<file path="config.mk">
export PLATFORM = sky130hd
export DESIGN_NAME = rcd_decoder
export DESIGN_NICKNAME = d
export VERILOG_FILES = /design/src/rtl/rcd_pkg.sv /design/src/rtl/rcd_decoder.sv
export SDC_FILE = /design/constraint.sdc
export NUM_CORES = 1
export LEC_CHECK = 0
export BUFFER_PORTS_ARGS = -buffer_cell sky130_fd_sc_hd__buf_2
export CAP_MARGIN = 20
export CORE_MARGIN = 2
export CORE_UTILIZATION = 56
export DETAILED_ROUTE_END_ITERATION = 10
export PLACE_DENSITY = 0.8
export SETUP_SLACK_MARGIN = 0.5
export SLEW_MARGIN = 40
export SYNTH_ARGS = -nofsm -noshare
export SYNTH_HDL_FRONTEND = slang
export SYNTH_SLANG_ARGS = --single-unit
</file>
<file path="constraint.sdc">
create_clock -name clock -period 22.2 [get_ports clock]
set_clock_uncertainty 0.05 [all_clocks]
set_input_delay 4.44 -clock clock [delete_from_list [all_inputs] [get_ports clock]]
set_output_delay 4.44 -clock clock [all_outputs]
set_load 0.05 [all_outputs]
</file>
<file path="src/rtl/rcd_pkg.sv">
// package of the radio command decoder: opcodes, states, field widths
// assumes one clock domain; bytes arrive already deframed from the host link
package rcd_pkg;
	localparam logic [7:0] OP_STATUS = 8'hc0;
	localparam logic [7:0] OP_REG_WR = 8'h18;
	localparam logic [7:0] OP_REG_RD = 8'h19;
	localparam logic [7:0] OP_BUF_WR = 8'h1a;
	localparam logic [7:0] OP_BUF_RD = 8'h1b;
	localparam logic [7:0] OP_SLEEP = 8'h84;
	localparam logic [7:0] OP_IDLE = 8'h80;
	localparam logic [7:0] OP_SYNTH = 8'hc1;
	localparam logic [7:0] OP_TX = 8'h83;
	localparam logic [7:0] OP_RX = 8'h82;
	localparam logic [7:0] OP_SNIFF = 8'h94;
	localparam logic [7:0] OP_DETECT = 8'hc5;
	localparam logic [7:0] OP_CW = 8'hd1;
	localparam logic [7:0] OP_PREAMBLE = 8'hd2;
	localparam logic [7:0] OP_SAVE_CTX = 8'hd5;
	localparam logic [7:0] OP_FTYPE_SET = 8'h8a;
	localparam logic [7:0] OP_FTYPE_GET = 8'h03;
	localparam logic [7:0] OP_FREQ = 8'h86;
	localparam logic [7:0] OP_TX_POWER = 8'h8e;
	localparam logic [7:0] OP_DETECT_CFG = 8'h88;
	localparam logic [7:0] OP_BUF_BASE = 8'h8f;
	localparam logic [7:0] OP_MOD_CFG = 8'h8b;
	localparam logic [7:0] OP_FRAME_FMT = 8'h8c;
	localparam logic [7:0] OP_IRQ_ROUTE = 8'h8d;
	localparam logic [7:0] OP_IRQ_READ = 8'h15;
	localparam logic [7:0] OP_IRQ_CLEAR = 8'h97;
	localparam logic [7:0] OP_SYNTH_HOLD = 8'h9e;
	localparam logic [7:0] OP_AUTO_TX = 8'h98;
	localparam logic [7:0] OP_RANGE_ROLE = 8'ha3;
	localparam logic [7:0] OP_EXT_RANGE = 8'h9a;
	// parameter byte counts; len_unknown marks an opcode outside the set
	localparam logic [3:0] LEN_UNKNOWN = 4'hf;
	localparam logic [3:0] LEN_NONE = 4'h0;
	localparam logic [3:0] LEN_OFFSET = 4'h1;
	localparam logic [3:0] LEN_ADDR = 4'h2;
	localparam logic [3:0] LEN_TIMEOUT = 4'h3;
	localparam logic [3:0] LEN_SNIFF = 4'h6;
	localparam logic [3:0] LEN_FRAME = 4'h7;
	localparam logic [3:0] LEN_ROUTE = 4'h8;
	localparam int IRQ_W = 16;
	localparam int PINS = 3;
	typedef enum logic [1:0] {
		RCD_WAIT_OP = 2'b00,
		RCD_PARAMS = 2'b01,
		RCD_STREAM = 2'b11,
		RCD_DISCARD = 2'b10
	} rcd_state_t;
endpackage

</file>
<file path="src/rtl/rcd_decoder.sv">
// host command decoder: opcode byte, parameter bytes, response bytes, irq flags
// assumes bytes come from a deframer, a start pulse opens each transaction,
// and register/buffer stores answer reads combinationally in the same cycle
// How it works
// - opcode byte leads each transaction; 0xc0 returns the status byte
// - 0x18: address high then low, data bytes stored at consecutive addresses
// - 0x19: address high then low, bytes returned from consecutive addresses
// - 0x1a writes, 0x1b reads payload buffer from a one-byte offset
// - 0x84 carries sleep config, 0x80 idle config; no reply data
// - 0x83 carries step byte then 16-bit step count, high byte first
// - 0x82 carries the same step layout as transmit
// - 0x94 carries receive step, count, sleep step, count: six bytes
// - 0x86 carries a 24-bit carrier word, top byte first
// - 0x8e carries output power then power ramp
// - 0x8f carries transmit base then receive base offsets
// - 0x8c carries seven frame format bytes in order
// - 0x8d carries enable mask then three pin route masks, high byte first
// - 0x15 returns the 16-bit flag register, high byte first
// - 0x97 carries a 16-bit clear mask, high byte first
// - 0x9e: zero disables, one enables synthesizer hold
// - 0xa3: zero responder, one initiator role
// - 0x9a: zero disables, one enables extended ranging
// - 0xc5 has no parameters; 0x88 sets symbol count byte
// - 0x98 carries a time parameter for automatic transmit
// - flag register logs sources, each only while its enable bit is one
// - clear command drops flags with mask one unless their enabled source fires in that cycle, keeps the others
// - each pin is the or of enabled flags routed to it
module rcd_decoder
	import rcd_pkg::*;
(
	// clock and reset
	input wire logic clock,
	input wire logic reset,
	// host byte stream
	input wire logic cmd_start,
	input wire logic byte_valid,
	input wire logic [7:0] byte_in,
	output logic [7:0] reply_byte,
	input wire logic [7:0] status_byte,
	// register store
	output logic reg_wr,
	output logic reg_rd,
	output logic [15:0] reg_addr,
	output logic [7:0] reg_wdata,
	input wire logic [7:0] reg_rdata,
	// payload buffer
	output logic buf_wr,
	output logic buf_rd,
	output logic [7:0] buf_addr,
	output logic [7:0] buf_wdata,
	input wire logic [7:0] buf_rdata,
	// executed command notice
	output logic cmd_done,
	output logic [7:0] cmd_code,
	// configuration
	output logic [7:0] sleep_cfg,
	output logic [7:0] idle_cfg,
	output logic [7:0] timeout_step,
	output logic [15:0] timeout_steps,
	output logic [47:0] sniff_cfg,
	output logic [7:0] frame_type,
	output logic [23:0] carrier_freq,
	output logic [7:0] tx_power,
	output logic [7:0] power_ramp,
	output logic [7:0] tx_base,
	output logic [7:0] rx_base,
	output logic [23:0] modulation_cfg,
	output logic [55:0] frame_format,
	output logic [7:0] detect_symbol_count,
	output logic [15:0] auto_tx_time,
	output logic synth_hold,
	output logic range_initiator,
	output logic extended_range,
	// interrupts
	input wire logic [IRQ_W-1:0] irq_src,
	output logic [IRQ_W-1:0] irq_enable_mask,
	output logic [IRQ_W-1:0] irq_flags,
	output logic [PINS-1:0] irq_pins
);
	typedef struct packed {
		rcd_state_t st;
		logic [7:0] op;
		logic [3:0] cnt;
		logic [63:0] pbuf;
		logic [15:0] addr;
		logic fetch;
		logic wr;
		logic [7:0] wdata;
		logic [7:0] reply;
		logic done;
		logic [7:0] code;
		logic [7:0] sleep_c, idle_c, step, ftype, pwr, ramp, txb, rxb, sym;
		logic [15:0] steps, auto_t;
		logic [47:0] sniff;
		logic [23:0] freq, modc;
		logic [55:0] ffmt;
		logic hold, role, ext;
		logic [IRQ_W-1:0] en, flags;
		logic [PINS*IRQ_W-1:0] route;
		logic [PINS-1:0] pins;
	} rcd_regs_t;

	rcd_regs_t s_reg, s_next;

	// parameter bytes after each opcode; shared by decode and checks
	function automatic logic [3:0] param_len(input logic [7:0] op);
		case (op)
			OP_STATUS, OP_SYNTH, OP_DETECT, OP_CW, OP_PREAMBLE, OP_SAVE_CTX,
			OP_FTYPE_GET, OP_IRQ_READ: param_len = LEN_NONE;
			OP_BUF_WR, OP_BUF_RD, OP_SLEEP, OP_IDLE, OP_FTYPE_SET, OP_DETECT_CFG,
			OP_SYNTH_HOLD, OP_RANGE_ROLE, OP_EXT_RANGE: param_len = LEN_OFFSET;
			OP_REG_WR, OP_REG_RD, OP_TX_POWER, OP_BUF_BASE, OP_IRQ_CLEAR,
			OP_AUTO_TX: param_len = LEN_ADDR;
			OP_TX, OP_RX, OP_FREQ, OP_MOD_CFG: param_len = LEN_TIMEOUT;
			OP_SNIFF: param_len = LEN_SNIFF;
			OP_FRAME_FMT: param_len = LEN_FRAME;
			OP_IRQ_ROUTE: param_len = LEN_ROUTE;
			default: param_len = LEN_UNKNOWN;
		endcase
	endfunction

	logic fire;
	logic [7:0] cop;
	logic [63:0] p;
	logic [IRQ_W-1:0] clr;
	rcd_state_t cur;

	// decode, parameter capture, commit and flag update
	always_comb
	begin
		s_next = s_reg;
		fire = 1'b0;
		cop = s_reg.op;
		clr = '0;
		p = {s_reg.pbuf[55:0], byte_in};
		cur = cmd_start ? RCD_WAIT_OP : s_reg.st;
		s_next.done = 1'b0;
		s_next.fetch = 1'b0;
		s_next.wr = 1'b0;
		if (cmd_start)
		begin
			s_next.st = RCD_WAIT_OP;
			s_next.reply = 8'h00;
		end
		// address advances after each store access
		if (s_reg.wr || s_reg.fetch)
			s_next.addr = s_reg.addr + 16'h0001;
		if (s_reg.fetch)
			s_next.reply = (s_reg.op == OP_REG_RD) ? reg_rdata : buf_rdata;
		if (byte_valid)
		begin
			case (cur)
				RCD_WAIT_OP:
				begin
					cop = byte_in;
					s_next.op = byte_in;
					s_next.cnt = param_len(byte_in);
					if (param_len(byte_in) == LEN_UNKNOWN)
						s_next.st = RCD_DISCARD;
					else if (param_len(byte_in) == LEN_NONE)
						fire = 1'b1;
					else
						s_next.st = RCD_PARAMS;
				end
				RCD_PARAMS:
				begin
					s_next.pbuf = p;
					s_next.cnt = s_reg.cnt - 4'h1;
					if (s_reg.cnt == LEN_OFFSET)
						fire = 1'b1;
				end
				RCD_STREAM:
				begin
					s_next.cnt = s_reg.cnt + 4'h1;
					if (s_reg.op == OP_REG_WR || s_reg.op == OP_BUF_WR)
					begin
						s_next.wr = 1'b1;
						s_next.wdata = byte_in;
					end
					else if (s_reg.op == OP_REG_RD || s_reg.op == OP_BUF_RD)
						s_next.fetch = 1'b1;
					else if (s_reg.op == OP_IRQ_READ && s_reg.cnt == LEN_NONE)
						s_next.reply = s_reg.addr[7:0];
					else
						s_next.reply = 8'h00;
				end
				RCD_DISCARD: s_next.st = RCD_DISCARD;
				default: s_next.st = RCD_WAIT_OP;
			endcase
		end
		// commit once the last parameter byte is in
		if (fire)
		begin
			s_next.done = 1'b1;
			s_next.code = cop;
			s_next.st = RCD_STREAM; // stray trailing bytes must not decode as opcodes
			case (cop)
				OP_STATUS:
				begin
					s_next.reply = status_byte;
					s_next.st = RCD_STREAM;
				end
				OP_FTYPE_GET:
				begin
					s_next.reply = s_reg.ftype;
					s_next.st = RCD_STREAM;
				end
				OP_IRQ_READ:
				begin
					s_next.reply = s_reg.flags[15:8];
					s_next.addr = s_reg.flags;
					s_next.cnt = LEN_NONE;
					s_next.st = RCD_STREAM;
				end
				OP_REG_WR, OP_REG_RD:
				begin
					s_next.addr = p[15:0];
					s_next.fetch = (cop == OP_REG_RD);
					s_next.st = RCD_STREAM;
				end
				OP_BUF_WR, OP_BUF_RD:
				begin
					s_next.addr = {8'h00, p[7:0]};
					s_next.fetch = (cop == OP_BUF_RD);
					s_next.st = RCD_STREAM;
				end
				OP_SLEEP: s_next.sleep_c = p[7:0];
				OP_IDLE: s_next.idle_c = p[7:0];
				OP_TX, OP_RX:
				begin
					s_next.step = p[23:16];
					s_next.steps = p[15:0];
				end
				OP_SNIFF: s_next.sniff = p[47:0];
				OP_FTYPE_SET: s_next.ftype = p[7:0];
				OP_FREQ: s_next.freq = p[23:0];
				OP_TX_POWER:
				begin
					s_next.pwr = p[15:8];
					s_next.ramp = p[7:0];
				end
				OP_BUF_BASE:
				begin
					s_next.txb = p[15:8];
					s_next.rxb = p[7:0];
				end
				OP_MOD_CFG: s_next.modc = p[23:0];
				OP_FRAME_FMT: s_next.ffmt = p[55:0];
				OP_IRQ_ROUTE:
				begin
					s_next.en = p[63:48];
					s_next.route = p[47:0];
				end
				OP_IRQ_CLEAR: clr = p[15:0];
				OP_DETECT_CFG: s_next.sym = p[7:0];
				OP_AUTO_TX: s_next.auto_t = p[15:0];
				OP_SYNTH_HOLD: s_next.hold = p[0];
				OP_RANGE_ROLE: s_next.role = p[0];
				OP_EXT_RANGE: s_next.ext = p[0];
				default: s_next.st = RCD_STREAM;
			endcase
		end
		// a source event in the clearing cycle survives: set beats clear
		s_next.flags = (s_reg.flags & ~clr) | (irq_src & s_reg.en);
		for (int i = 0; i < PINS; i++)
			s_next.pins[i] = |(s_reg.flags & s_reg.en & s_reg.route[(PINS-1-i)*IRQ_W +: IRQ_W]);
	end

	// one register bank for all state
	always_ff @(posedge clock or posedge reset)
	begin
		if (reset)
			s_reg <= '0;
		else
			s_reg <= s_next;
	end

	// store strobes are combinational from registered state
	assign reg_wr = s_reg.wr && s_reg.op == OP_REG_WR;
	assign reg_rd = s_reg.fetch && s_reg.op == OP_REG_RD;
	assign buf_wr = s_reg.wr && s_reg.op == OP_BUF_WR;
	assign buf_rd = s_reg.fetch && s_reg.op == OP_BUF_RD;
	assign reg_addr = s_reg.addr;
	assign buf_addr = s_reg.addr[7:0];
	assign reg_wdata = s_reg.wdata;
	assign buf_wdata = s_reg.wdata;
	assign reply_byte = s_reg.reply;
	assign cmd_done = s_reg.done;
	assign cmd_code = s_reg.code;
	assign sleep_cfg = s_reg.sleep_c;
	assign idle_cfg = s_reg.idle_c;
	assign timeout_step = s_reg.step;
	assign timeout_steps = s_reg.steps;
	assign sniff_cfg = s_reg.sniff;
	assign frame_type = s_reg.ftype;
	assign carrier_freq = s_reg.freq;
	assign tx_power = s_reg.pwr;
	assign power_ramp = s_reg.ramp;
	assign tx_base = s_reg.txb;
	assign rx_base = s_reg.rxb;
	assign modulation_cfg = s_reg.modc;
	assign frame_format = s_reg.ffmt;
	assign detect_symbol_count = s_reg.sym;
	assign auto_tx_time = s_reg.auto_t;
	assign synth_hold = s_reg.hold;
	assign range_initiator = s_reg.role;
	assign extended_range = s_reg.ext;
	assign irq_enable_mask = s_reg.en;
	assign irq_flags = s_reg.flags;
	assign irq_pins = s_reg.pins;

	// checks
	a_status_reply: assert property (@(posedge clock) disable iff (reset)
		(cmd_start && byte_valid && byte_in == OP_STATUS) |=> reply_byte == $past(status_byte))
		else $error("status byte not returned");
	a_reg_write: assert property (@(posedge clock) disable iff (reset)
		(s_reg.st == RCD_STREAM && s_reg.op == OP_REG_WR && byte_valid && !cmd_start)
		|=> reg_wr && reg_wdata == $past(byte_in) ##1 reg_addr == $past(reg_addr, 1) + 16'h0001)
		else $error("register write not stored or address not advanced");
	a_read_capture: assert property (@(posedge clock) disable iff (reset)
		reg_rd |=> reply_byte == $past(reg_rdata))
		else $error("register read data not returned");
	a_frame_get: assert property (@(posedge clock) disable iff (reset)
		(cmd_start && byte_valid && byte_in == OP_FTYPE_GET) |=> reply_byte == $past(frame_type))
		else $error("frame type not returned");
	a_flag_gate: assert property (@(posedge clock) disable iff (reset)
		1'b1 |=> (irq_flags & ~$past(irq_flags) & ~$past(irq_src & irq_enable_mask)) == '0)
		else $error("flag set without enabled source");
	a_flag_logs: assert property (@(posedge clock) disable iff (reset)
		1'b1 |=> (irq_flags & $past(irq_src & irq_enable_mask)) == $past(irq_src & irq_enable_mask))
		else $error("enabled source not logged");
	a_clear_only: assert property (@(posedge clock) disable iff (reset)
		1'b1 |=> ($past(irq_flags) & ~irq_flags & ~$past(clr)) == '0)
		else $error("flag dropped without clear");
	a_pin_or: assert property (@(posedge clock) disable iff (reset)
		(irq_flags & irq_enable_mask) == '0 |=> irq_pins == '0)
		else $error("pin high with no enabled flag");
	a_unknown_ignore: assert property (@(posedge clock) disable iff (reset)
		(cmd_start && byte_valid && param_len(byte_in) == LEN_UNKNOWN)
		|=> !cmd_done && $stable(frame_type) && $stable(irq_enable_mask) && s_reg.st == RCD_DISCARD)
		else $error("unknown opcode changed state");
endmodule

</file>
After elaboration in Yosys (flattened, before gate mapping)
Index checks and enable logic that the tools add are counted.
- bits in registers: 463
- input bits: 52
- output and inout bits: 355
- $add $sub $neg: 3
- equality and inequality tests: 65
- multiplexer cells: 59
- bitwise gates (word level): 8
- reduce and logical (&&, ||, !) cells: 39
- operator list (cell ; count):
    8-bit equality test (second input constant) ; 43
    292-bit 2-to-1 mux ; 1
    16-bit 2-to-1 mux ; 8
    8-bit by 5-bit equality test with 1-bit output (second input constant) ; 15
    8-bit 2-to-1 mux ; 13
    16-bit bitwise AND ; 6
    78-bit 2-to-1 mux ; 1
    64-bit 2-to-1 mux ; 1
    56-bit 2-to-1 mux ; 1
    24-bit 2-to-1 mux ; 2
    48-bit 2-to-1 mux ; 1
    16-bit case mux with 3 select lines ; 1
    16-bit OR reduction ; 3
    18-bit 2-to-1 mux ; 2
    2-bit AND reduction ; 17
    4-bit 2-to-1 mux ; 7
    4-bit case mux with 7 select lines ; 1
    8-bit case mux with 3 select lines ; 1
    17-bit 2-to-1 mux ; 1
    16-bit by 1-bit adder with 16-bit output (second input constant) ; 1
    8-bit by 2-bit equality test with 1-bit output (second input constant) ; 2
    16-bit inverter ; 1
    16-bit OR ; 1
    4-bit case mux with 3 select lines ; 1
    21 further kinds ; 43

Depth between registers and ports, before layout
Gate-level depths: netlist of run 1.
- word-level depth: 18
- gate-level depth with buffers: 11

Least setup slack after synthesis of run 1
Ideal clock, no wire load.
- kind: register to output
- start point: register s_reg[458] in the netlist's numbering
- end point: output buf_wr
- arrival time: 2.636 ns
- path slack: 15.074 ns
- cell stages (with the launch flop): 5
- path buffers: 0
- path through: dfrtp_1 > or4b_2 > nor3b_2 > nand2_1 > nor3_1
- cells in the longest elaborated chain, start to end: 2
- RTL lines (item ; line ; RTL):
    start: declaration ; rcd_decoder.sv:103 ; rcd_regs_t s_reg, s_next;
    start signal: assignment ; rcd_decoder.sv:275 ; s_reg <= s_next;
    8-bit by 5-bit equality test with 1-bit output ; rcd_decoder.sv:281 ; assign buf_wr = s_reg.wr && s_reg.op == OP_BUF_WR;
    1-bit logical AND ; rcd_decoder.sv:281 ;
    end: declaration ; rcd_decoder.sv:47 ; output logic buf_wr,
Every way passes these cells.

Worst setup path in the final report of run 1
- start point: input byte_valid
- end point: register s_reg, in the netlist frame_format[16]
- cells in the longest elaborated chain, start to end: 3
- elaborated cells between the ends (all ways): 4
- RTL lines (item ; line ; RTL):
    start: declaration ; rcd_decoder.sv:36 ; input wire logic byte_valid,
    8-bit 2-to-1 mux ; rcd_decoder.sv:150 ; if (byte_valid)
    8-bit equality test ; rcd_decoder.sv:197 ; case (cop)
    2-bit AND reduction (no source line) (*) ; - ;
Every way passes the cells marked *; elsewhere a longest branch is shown, timed or not.
A chain may end at the register's enable or synchronous reset.

==> reports/metrics.yaml, run 1 <==
setup_viol: 0
fill_cells: 3041
fp-row-count: 72
worstMarginPinSlew_ns: 0.839
rsz0062_at_grt: "no"
num_vias: 13700
ir_worst_vdd_uv: 72.6
clkTransAtPathRegs_ns: 0.07
dpl.cell_count: 2246
initial_utilization_pct: 56.8
cp_data_arrival_time_ns: 7.92
dp_hpwl_mm: 39.0
setup_tns_ns: 0
hold_viol: 0
worstPathRequired_ns: 22.61
slew-limit-headroom_pct: 43.9
cp_max_fo: 57
worstPathCellList: "buf_2 > and4bb_2 > buf_4 > and3_1 > nand3_2 > nor2_4 > buf_4 > mux2_2"
crit_buf_inv: 3
io_pins: 407
critPathKind: "in2reg"
worst_r2r_path_depth: 7
ys.flop_type: "dfrtp_1"
firstDrtPassIters: 5
clk_path_buf_depth: 3
power.total_mw: 1.80
crit_path_end_kind: "register"
hold_buffers: 0
grt-ovfl-total: 0
grt_pass1_wl_mm: 88.0
tritoncts: "yes"
worst_setup_path_start_kind: "input port"
syn_inst: 1748
drt_iter0_markers: 1037
syn_nets: 1805
hold_class: "reg2reg"
synth_seq_cells: 455
cellLeakagePower_nw: 12.4
maxCapViolations: 0
fin_crit_sh_pct: 33.9
largest_register_ffs: 64
status: "complete, no violations"
cp_common_cell: "buf_4"
cpMaxStageDelayCell: "nor2_4"
io_buffers: 406
fp.dieH_um: 202
max_freq_mhz: 133
synth.distinct_cells: 79
antenna_found_initial: 0
syn_area_per_cell_um2: 12.6
ant_nets: 0
whs_ns: 0.434
critPathTopFamily: "simple AND/OR/NAND/NOR gates"
critical_path.max_stage_delay_ns: 0.71
clkLatencyLatePin_ns: 0.58
ys_seq_area_share_pct: 51.9
drc: 0
die-area_mm2: 0.0408
cts_max_level: 2
wirelength_mm: 57.9
yosys_warnings: 0
cts.sinks: 455
whs_path_depth: 2
nets: 1835
path_depth: 8
layoutNonFillerInstCount: 2330
synth_area_mm2: 0.0219
post-place-ws_ns: 13.97
die_w_um: 202
drive_gt1_share_pct: 49.9
async_flop_share_pct: 100
wire_per_inst_um: 24.9
grt_start_max_net_pins: 126
cts_resized: 0
cts_setup_buffers: 0
gp_congestion: 0.941
first_global_vias: 14000
antenna_cells_inserted: 0
area_delta_synth_final_pct: 5.92
cts_buffers: 46
grt_usage_pct: 28.4
synth-edff-count: 0
core_mm2: 0.0386
slew_viol_final: 0
drt-vias-per-instance: 5.87
root_buffer: "clkbuf_16"
fin_crit_ns: 7.52
power.density_mw_per_mm2: 77.3
fin_ws_ns: 14.68
## final timing paths
kind	start	endpoint	slack, ns
max	byte_valid	frame_format[16]	14.68
min	sniff_cfg[1]	sniff_cfg[1]	0.43
max reg2reg	s_reg[462]	frame_format[16]	18.18
min reg2reg	sniff_cfg[1]	sniff_cfg[1]	0.43
max in group asynchronous	reset	sniff_cfg[46]	16.19
min in group asynchronous	reset	p[16]	3.92
## per-stage QoR
stage	area, um2	util [%]
global placement	21600	56.0
global route	23200	60.1
floorplan	21900	-
CTS	23200	60.0
finish	23200	60.1
detailed placement	21700	56.1
## tightest hold or removal path: stages, from the launching register on
cell and delay [ns]:
dfrtp_1 0.34, nand2_1 0.04, o21ai_0 0.06
## layout by cell type (no fill, tap or decap), drive strengths merged, types with 5 or more instances in the layout
cell type,n
clkbuf,68
buf,420
nand4,21
nor3,8
a32oi,5
xnor2,12
nand2b,7
o21ai,29
o22ai,15
ha,5
mux2,398
xor2,8
nor2,43
nor3b,7
a22o,16
dfrtp,455
nand3,67
nor2b,9
inv,11
nand2,61
mux2i,22
a22oi,27
or4,5
a21oi,14
clkinv,8
## final cells by class
type | count | area, um2 | area share, %
multi-input cells | 844 | 7450 | 32.1
repair buffers | 420 | 2160 | 9.29
flip-flops and latches | 455 | 11400 | 49.0
clock buffers | 68 | 1360 | 5.83
well taps | 518 | 648 | 2.79
inverters | 11 | 53.8 | 0.232
clock inverters | 14 | 186 | 0.802
## Yosys cell counts, types with 3 or more instances
cell,count,area share (%)
xor2_1,8,0.32
buf_6,17,0.87
or2_2,3,0.086
o22ai_1,14,0.40
dfrtp_1,455,52
mux2_4,10,0.68
and3_1,4,0.11
nor3b_1,5,0.17
o2111a_1,3,0.15
a31oi_1,4,0.11
buf_2,17,0.39
nand2_1,59,1.0
or3_1,3,0.086
o2bb2ai_1,3,0.12
a22oi_1,27,0.92
a22o_1,16,0.64
nor2b_1,9,0.26
buf_4,351,12
mux2i_1,22,1.0
or4_1,4,0.14
o21ai_0,28,0.64
nor3_1,8,0.18
xnor2_1,12,0.48
clkbuf_1,52,0.89
ha_1,5,0.29
mux2_2,368,19
nand2b_1,7,0.20
a21oi_1,13,0.30
nand3_1,65,1.5
inv_1,11,0.19
o2111ai_1,3,0.12
nor2_1,40,0.68
nand4_1,21,0.60
nand3b_1,3,0.10
mux2_1,20,1.0
a32oi_1,5,0.20
## report_power, final
group	total [mW]	switching, mW	internal, mW
clock network	0.788	0.329	0.459
registers	0.883	0.0394	0.844
logic	0.125	0.0900	0.0346
## routing by layer
metal / track usage (%) / vias up / part of all wire (%)
met1: 37.3 / 7083 / 40
li1: - / 5821 / -
met4: 13.1 / 0 / 4.3
met3: 5.71 / 143 / 7.1
met5: 0 / - / 0
met2: 45.9 / 640 / 48
## kinds of logic (layout without fill, tap and decap cells)
logic type                 count (synthesis)  after routing  synth area share [%]
xor gates and xnor gates                  20             20                 0.798
muxes                                    420            420                  21.6
AOI/OAI and AO/OA                        142            142                  4.75
DFF                                      455            455                  51.9
buffers and inverters                    449            513                  14.4
and+or+nand+nor                          257            257                  6.30
adders and majority gates                  5              5                 0.285
No activity file was read; power rests on OpenSTA's default activity.
==> run 2: changes to the inputs <==
--- a/config.mk
+++ b/config.mk
@@ -5,12 +5,13 @@
 export SDC_FILE = /design/constraint.sdc
 export NUM_CORES = 1
 export LEC_CHECK = 0
+export ABC_AREA = 1
 export BUFFER_PORTS_ARGS = -buffer_cell sky130_fd_sc_hd__buf_2
 export CAP_MARGIN = 20
 export CORE_MARGIN = 2
 export CORE_UTILIZATION = 56
 export DETAILED_ROUTE_END_ITERATION = 10
-export PLACE_DENSITY = 0.8
+export PLACE_DENSITY = 0.81
 export SETUP_SLACK_MARGIN = 0.5
 export SLEW_MARGIN = 40
 export SYNTH_ARGS = -nofsm -noshare
==> constraint.sdc (replaced) <==
create_clock -name clock -period 7.59 [get_ports clock]
set_clock_uncertainty 0.05 [all_clocks]
set_input_delay 1.518 -clock clock [delete_from_list [all_inputs] [get_ports clock]]
set_output_delay 1.518 -clock clock [all_outputs]
set_load 0.05 [all_outputs]
==> run 2 against run 1 <==
Net effect:
- clock-buffer cell count shrank 5
- area after synthesis decreased by 2.7%
- sequential cell count unchanged
- register-to-register slack worse by 14 ns
- largest cell class unchanged
- highest routed layer is now met5
==> reports/metrics.yaml, run 2 <==
status: "complete, no violations"  # unchanged
rsz0062_at_grt: "no"  # unchanged
first_global_vias: 15600  # was 14.0k
regArea_mm2: 0.0114  # unchanged
tritoncts: "yes"  # unchanged
synth.area.top_cells: "dfrtp_1 53%, buf_4 12%, nand2_1 11%, o21ai_0 7.8%, nand3_1 4.0%"  # was dfrtp_1 52%, mux2_2 19%, buf_4 12%, nand3_1 1.5%, mux2_1 1.0%
slew-limit-headroom_pct: 40.7  # was 43.9%
cp_max_fo: 63  # was 57
whs_path_depth: 2  # unchanged
hold_class: "reg2reg"  # unchanged
nets: 2499  # was 1,835
yosysTopAreaCell: "dfrtp_1"  # unchanged
die_w_um: 199  # was 202 um
hp-start: "p[29]"  # was sniff_cfg[1]
hold_buffers: 0  # unchanged
initial_utilization_pct: 56.8  # about the same
wire_per_inst_um: 20.5  # was 24.9 um
final_util_pct: 60.4  # was 60.1%
synth.distinct_cells: 46  # was 79
io_buffers: 406  # unchanged
cts.sinks: 455  # unchanged
async_flop_share_pct: 100  # unchanged
core_mm2: 0.0376  # was 0.0386 mm2
critical_path.max_stage_delay_ns: 0.59  # was 0.71 ns
grt_pass1_wl_mm: 92.4  # was 88.0 mm
fill_cells: 3229  # was 3,041
mostFrequentLayoutCells: "617 x nand2_1, 455 x dfrtp_1, 406 x buf_2"  # was 455 x dfrtp_1, 406 x buf_2, 368 x mux2_2
largest_register_ffs: 64  # unchanged
yosys_warnings: 0  # unchanged
cp_data_arrival_time_ns: 4.86  # was 7.92 ns
synth_top_area_share_pct: 53.3  # was 51.9%
grt_start_max_net_pins: 154  # was 126
drc: 0  # unchanged
synth_seq_cells: 455  # unchanged
ant_nets: 0  # unchanged
worst_r2r_path_depth: 10  # was 7
fin_crit_ns: 4.48
ys_seq_area_share_pct: 53.3  # was 51.9%
cellLeakagePower_nw: 12.2  # was 12.4 nW
rrSetupSlack_ns: 4.14  # was 18.18 ns
cts_resized: 0  # unchanged
syn_area_per_cell_um2: 8.81  # was 12.6 um2
critPathKind: "in2reg"  # unchanged
io_pins: 407  # unchanged
fin_ws_ns: 3.11  # was 14.68 ns
grt_usage_pct: 30.9  # was 28.4%
clkTransAtPathRegs_ns: 0.06  # was 0.07 ns
cts_setup_buffers: 0  # unchanged
die-area_mm2: 0.0397  # was 0.0408 mm2
min_to: "p[37]"  # was sniff_cfg[1]
gp_congestion: 0.937  # was 0.941
dp_hpwl_mm: 43.5  # was 39.0 mm
rr_startpoint: "s_reg[461]"  # was s_reg[462]
drive_gt1_share_pct: 21.9  # was 49.9%
cpMaxStageDelayCell: "nand2_2"  # was nor2_4
clk_path_buf_depth: 3  # unchanged
syn_nets: 2481  # was 1,805
drt_iter0_markers: 1494  # was 1,037
fin_crit_sh_pct: 59.0
grt-ovfl-total: 0  # unchanged
firstDrtPassIters: 6  # was 5
drt-vias-per-instance: 5.53  # was 5.87
crit_buf_inv: 3  # unchanged
mostFrequentLayoutCell: "nand2_1"  # was dfrtp_1
num_vias: 16500  # was 13.7k
fp-row-count: 71  # was 72
crit_path_end_kind: "register"  # unchanged
cts_max_level: 2  # unchanged
worstMarginPinSlew_ns: 0.888  # was 0.839 ns
cts_buffers: 47  # was 46
antenna_found_initial: 1  # was 0
ir_worst_vdd_uv: 192  # was 72.6 uV
post-place-ws_ns: 2.59  # was 13.97 ns
maxCapViolations: 0  # unchanged
wirelength_mm: 61.4  # was 57.9 mm
worstPathCellList: "buf_2 > inv_1 > nor2_1 > nand2_1 > nor2_1 > nor2_1 > nand4_1 > nand2_1 > nand2_4 > nand2_2 > buf_4 > o21ai_0"  # was buf_2 > and4bb_2 > buf_4 > and3_1 > nand3_2 > nor2_4 > buf_4 > mux2_2
clkLatencyLatePin_ns: 0.59  # was 0.58 ns
worstReg2RegEnd: "s_reg[25]"  # was frame_format[16]
synth-edff-count: 0  # unchanged
max_freq_mhz: 223
worstPathRequired_ns: 7.97  # was 22.61 ns
ys.flop_type: "dfrtp_1"  # unchanged
synth_area_mm2: 0.0213  # was 0.0219 mm2
fp.dieH_um: 199  # was 202 um
hold_viol: 0  # unchanged
setup_viol: 0  # unchanged
slew_viol_final: 0  # unchanged
multi_input_area_mm2: 0.00643  # was 0.00745 mm2
power.density_mw_per_mm2: 260  # was 77.3 mW/mm2
cp_common_cell: "nor2_1"  # was buf_4
critPathTopFamily: "simple AND/OR/NAND/NOR gates"  # unchanged
area_delta_synth_final_pct: 6.38  # was 5.92%
syn_inst: 2424  # was 1,748
synth.most_common_cell: "nand2_1"  # was dfrtp_1
root_buffer: "clkbuf_16"  # unchanged
netlist_top_cells_count: "619 x nand2_1, 455 x dfrtp_1, 349 x buf_4"  # was 455 x dfrtp_1, 368 x mux2_2, 351 x buf_4
worst_setup_path_start_kind: "input port"  # unchanged
[run 2: cell count changes after synthesis, moves of 74 or more]
cell and change:
nand2_1 +560, mux2_2 -367, o21ai_0 +303, nand3_1 +105
inv_1 +99, o21ai_1 +74
[run 2: kinds of logic after synthesis]
kind of cell,after synthesis,share of synthesized area (%)
simple gates,938,18.3
buf+inv,573,16.8
xor+xnor,13,0.533
flops,455,53.3
compound gates,439,10.6
fa+ha+maj,5,0.293
mux,1,0.0528
[run 2: worst min-delay path, cell delays in order, from the launching register on]
cell     delay, ns
dfrtp_1       0.34
nand2_1       0.05
o21ai_0       0.06
[run 2: area by class of cell]
type | count | area share [%]
Antenna cell | 2 | 0.0220
Clock buffer | 63 | 5.75
Timing Repair Buffer | 422 | 9.96
Multi-Input combinational cell | 1396 | 28.3
Sequential cell | 455 | 50.1
Clock inverter | 18 | 0.981
Inverter | 120 | 2.00
Tap cell | 511 | 2.82
[run 2: report_power, final]
part | switching [mW] | internal [mW] | total (mW)
logic | 0.694 | 0.146 | 0.840
clock network | 0.978 | 1.32 | 2.30
registers | 0.148 | 2.61 | 2.76
[run 2: worst max-delay path by stage]
stage	endpoint	slack, ns	depth (start not counted)	startpoint
finish	sniff_cfg[4]	3.11	12	byte_in[0]
detailed placement	sniff_cfg[21]	2.59	12	byte_in[0]
global placement	frame_format[52]	2.28	10	byte_in[0]
CTS	sniff_cfg[21]	3.20	12	byte_in[0]
global route	sniff_cfg[4]	2.74	12	byte_in[0]
floorplan	auto_tx_time[0]	-0.13	1	reset
[run 2: metal layers]
metal  vias to the layer above  track usage, %  part of all wire, %
li1                       7503               -                    -
met1                      7999            43.2                   42
met2                       864            46.4                   44
met3                       142            7.83                   10
met4                         2            12.2                  4.1
met5                         -               0                0.021
[run 2: through the flow]
stage / area [um2] / instances / power (mW) / TNS (ns) / hold slack, ns
floorplan: 21300 / 2424 / 3.29 / -60.54 / 0.400
global placement: 21000 / 2899 / 3.60 / 0 / 0.411
detailed placement: 21100 / 2903 / 3.63 / 0 / 0.414
CTS: 22700 / 2984 / 5.91 / 0 / 0.429
global route: 22700 / 2985 / 6.09 / 0 / 0.448
finish: 22700 / 2987 / 5.90 / 0 / 0.418
==> run 3: changes to the inputs <==
--- a/config.mk
+++ b/config.mk
@@ -9,9 +9,9 @@
 export BUFFER_PORTS_ARGS = -buffer_cell sky130_fd_sc_hd__buf_2
 export CAP_MARGIN = 20
 export CORE_MARGIN = 2
-export CORE_UTILIZATION = 56
+export CORE_UTILIZATION = 51
 export DETAILED_ROUTE_END_ITERATION = 10
-export PLACE_DENSITY = 0.81
+export PLACE_DENSITY = 0.77
 export SETUP_SLACK_MARGIN = 0.5
 export SLEW_MARGIN = 40
 export SYNTH_ARGS = -nofsm -noshare
==> constraint.sdc (replaced) <==
create_clock -name clock -period 3.61 [get_ports clock]
set_clock_uncertainty 0.05 [all_clocks]
set_input_delay 0.722 -clock clock [delete_from_list [all_inputs] [get_ports clock]]
set_output_delay 0.722 -clock clock [all_outputs]
set_load 0.05 [all_outputs]
==> run 3 against run 2 <==
Net effect:
- cell area up 0.66%
- sequential cell count stayed put
- clock-buffer cell count rose by 2
- via count barely moved
- die area grew 9.6%
- global-route usage down 2.2 points
- routed wire length is 2.4% higher
- first-iteration DRC count is 2.7% higher
- utilization is 4.8 points lower
- largest power group unchanged
==> reports/metrics.yaml, run 3 (same netlist as run 2, synthesis figures left out) <==
slew-limit-headroom_pct: 44.2  # was 40.7%
final_util_pct: 55.6  # was 60.4%
drive_gt1_share_pct: 22.5  # was 21.9%
die_w_um: 209  # was 199 um
fp.dieH_um: 209  # was 199 um
hold_viol: 0  # unchanged
cp_data_arrival_time_ns: 2.03  # was 4.86 ns
setup_viol: 0  # unchanged
clkLatencyLatePin_ns: 0.58  # was 0.59 ns
die-area_mm2: 0.0435  # was 0.0397 mm2
fin_crit_ns: 2.80
rsz0062_at_grt: "no"  # unchanged
grt-ovfl-total: 0  # unchanged
mostFrequentLayoutCell: "nand2_1"  # unchanged
worstMarginPinSlew_ns: 0.835  # was 0.888 ns
cts_max_level: 2  # unchanged
firstDrtPassIters: 5  # was 6
status: "complete, no violations"  # unchanged
dpl_cell_area_mm2: 0.0213  # was 0.0211 mm2
num_vias: 16500  # about the same
antenna_found_initial: 0  # was 1
tritoncts: "yes"  # unchanged
cts_setup_buffers: 0  # unchanged
rr_startpoint: "s_reg[461]"  # unchanged
drt-vias-per-instance: 5.45  # was 5.53
design_area_mm2: 0.0229  # was 0.0227 mm2
grt_start_max_net_pins: 122  # was 154
worstReg2RegEnd: "irq_flags[2]"  # was s_reg[25]
cts_resized: 0  # unchanged
worst_setup_path_start_kind: "register"  # was input port
io_buffers: 406  # unchanged
nets: 2524  # was 2,499
cp_max_fo: 4  # was 63
worst_r2r_path_depth: 10  # unchanged
max_freq_mhz: 357
fp-row-count: 74  # was 71
critPathKind: "reg2out"  # was in2reg
worstPathRequired_ns: 2.84  # was 7.97 ns
drt_iter0_markers: 1534  # was 1,494
setup_tns_ns: 0  # unchanged
ant_nets: 0  # unchanged
clk_path_buf_depth: 3  # unchanged
crit_path_end_kind: "output port"  # was register
fin_crit_sh_pct: 77.6
ir_worst_vdd_uv: 361  # was 192 uV
core_mm2: 0.0411  # was 0.0376 mm2
drc: 0  # unchanged
fin_ws_ns: 0.810  # was 3.11 ns
maxCapViolations: 0  # unchanged
root_buffer: "clkbuf_16"  # unchanged
area_delta_synth_final_pct: 7.09  # was 6.38%
power.density_mw_per_mm2: 544  # was 260 mW/mm2
first_global_vias: 16100  # was 15.6k
clkTransAtPathRegs_ns: 0.06  # about the same
cts_buffers: 47  # unchanged
wire_per_inst_um: 20.8  # was 20.5 um
io_pins: 407  # unchanged
rrSetupSlack_ns: 0.86  # was 4.14 ns
post-place-ws_ns: 0.355  # was 2.59 ns
dp_hpwl_mm: 45.1  # was 43.5 mm
slew_viol_final: 0  # unchanged
hold_class: "in2async"  # was reg2reg
cellLeakagePower_nw: 12.3  # was 12.2 nW
hold_buffers: 0  # unchanged
gp_congestion: 0.940  # was 0.937
grt_pass1_wl_mm: 96.1  # was 92.4 mm
initial_utilization_pct: 51.9  # was 56.8%
antenna_cells_inserted: 0  # was 2
mostFrequentLayoutCells: "618 x nand2_1, 455 x dfrtp_1, 406 x buf_2"  # was 617 x nand2_1, 455 x dfrtp_1, 406 x buf_2
grt_usage_pct: 28.7  # was 30.9%
largest_register_ffs: 64  # unchanged
cts.sinks: 455  # unchanged
wirelength_mm: 62.9  # was 61.4 mm
## run 3: layout make-up
type	count	area (um2)
clock buffer	65	1320
inverter	120	454
clock inverter	14	203
multi-input combinational	1396	6400
tap	532	666
fill	3729	18300
sequential	455	11400
timing repair buffer	447	2430
## run 3: critical path: stages (launching register included)
cell and delay (ns):
dfrtp_1 0.40, nor2_1 0.10, nand3_1 0.15, nor2_1 0.23, nand2_1 0.14, nor3_1 0.15, buf_2 0.29
## run 3: routing by layer
metal  global-route usage [%]  share of wire, %
met5                        0                 0
met2                     43.9                45
met3                     7.72                10
met4                     10.9               3.8
met1                     39.4                42
## run 3: worst max path at each step
stage	cells after the start	end	slack, ns	from
after global placement	13	sniff_cfg[47]	0.49	byte_in[5]
final	6	buf_wr	0.81	s_reg[460]
after detailed placement	13	sniff_cfg[12]	0.35	byte_in[5]
after floorplan	1	auto_tx_time[0]	-3.32	reset
after CTS	6	buf_wr	0.81	s_reg[460]
after global routing	6	buf_wr	0.59	s_reg[460]
## run 3: metrics by stage
stage	instances	hold slack [ns]	total power [mW]
6_report	3029	0.143	12.4
5_1_grt	3029	0.162	12.9
4_1_cts	3029	0.128	12.5
3_5_place_dp	2950	0.416	7.65
3_3_place_gp	2950	0.410	7.61
2_1_floorplan	2424	0.400	6.92
## run 3: power breakdown
part / leakage, nW / total [mW] / switching (mW) / internal (mW)
registers: 6.11 / 5.80 / 0.308 / 5.49
clock network: 0.746 / 4.85 / 2.03 / 2.83
logic: 5.44 / 1.78 / 1.46 / 0.320
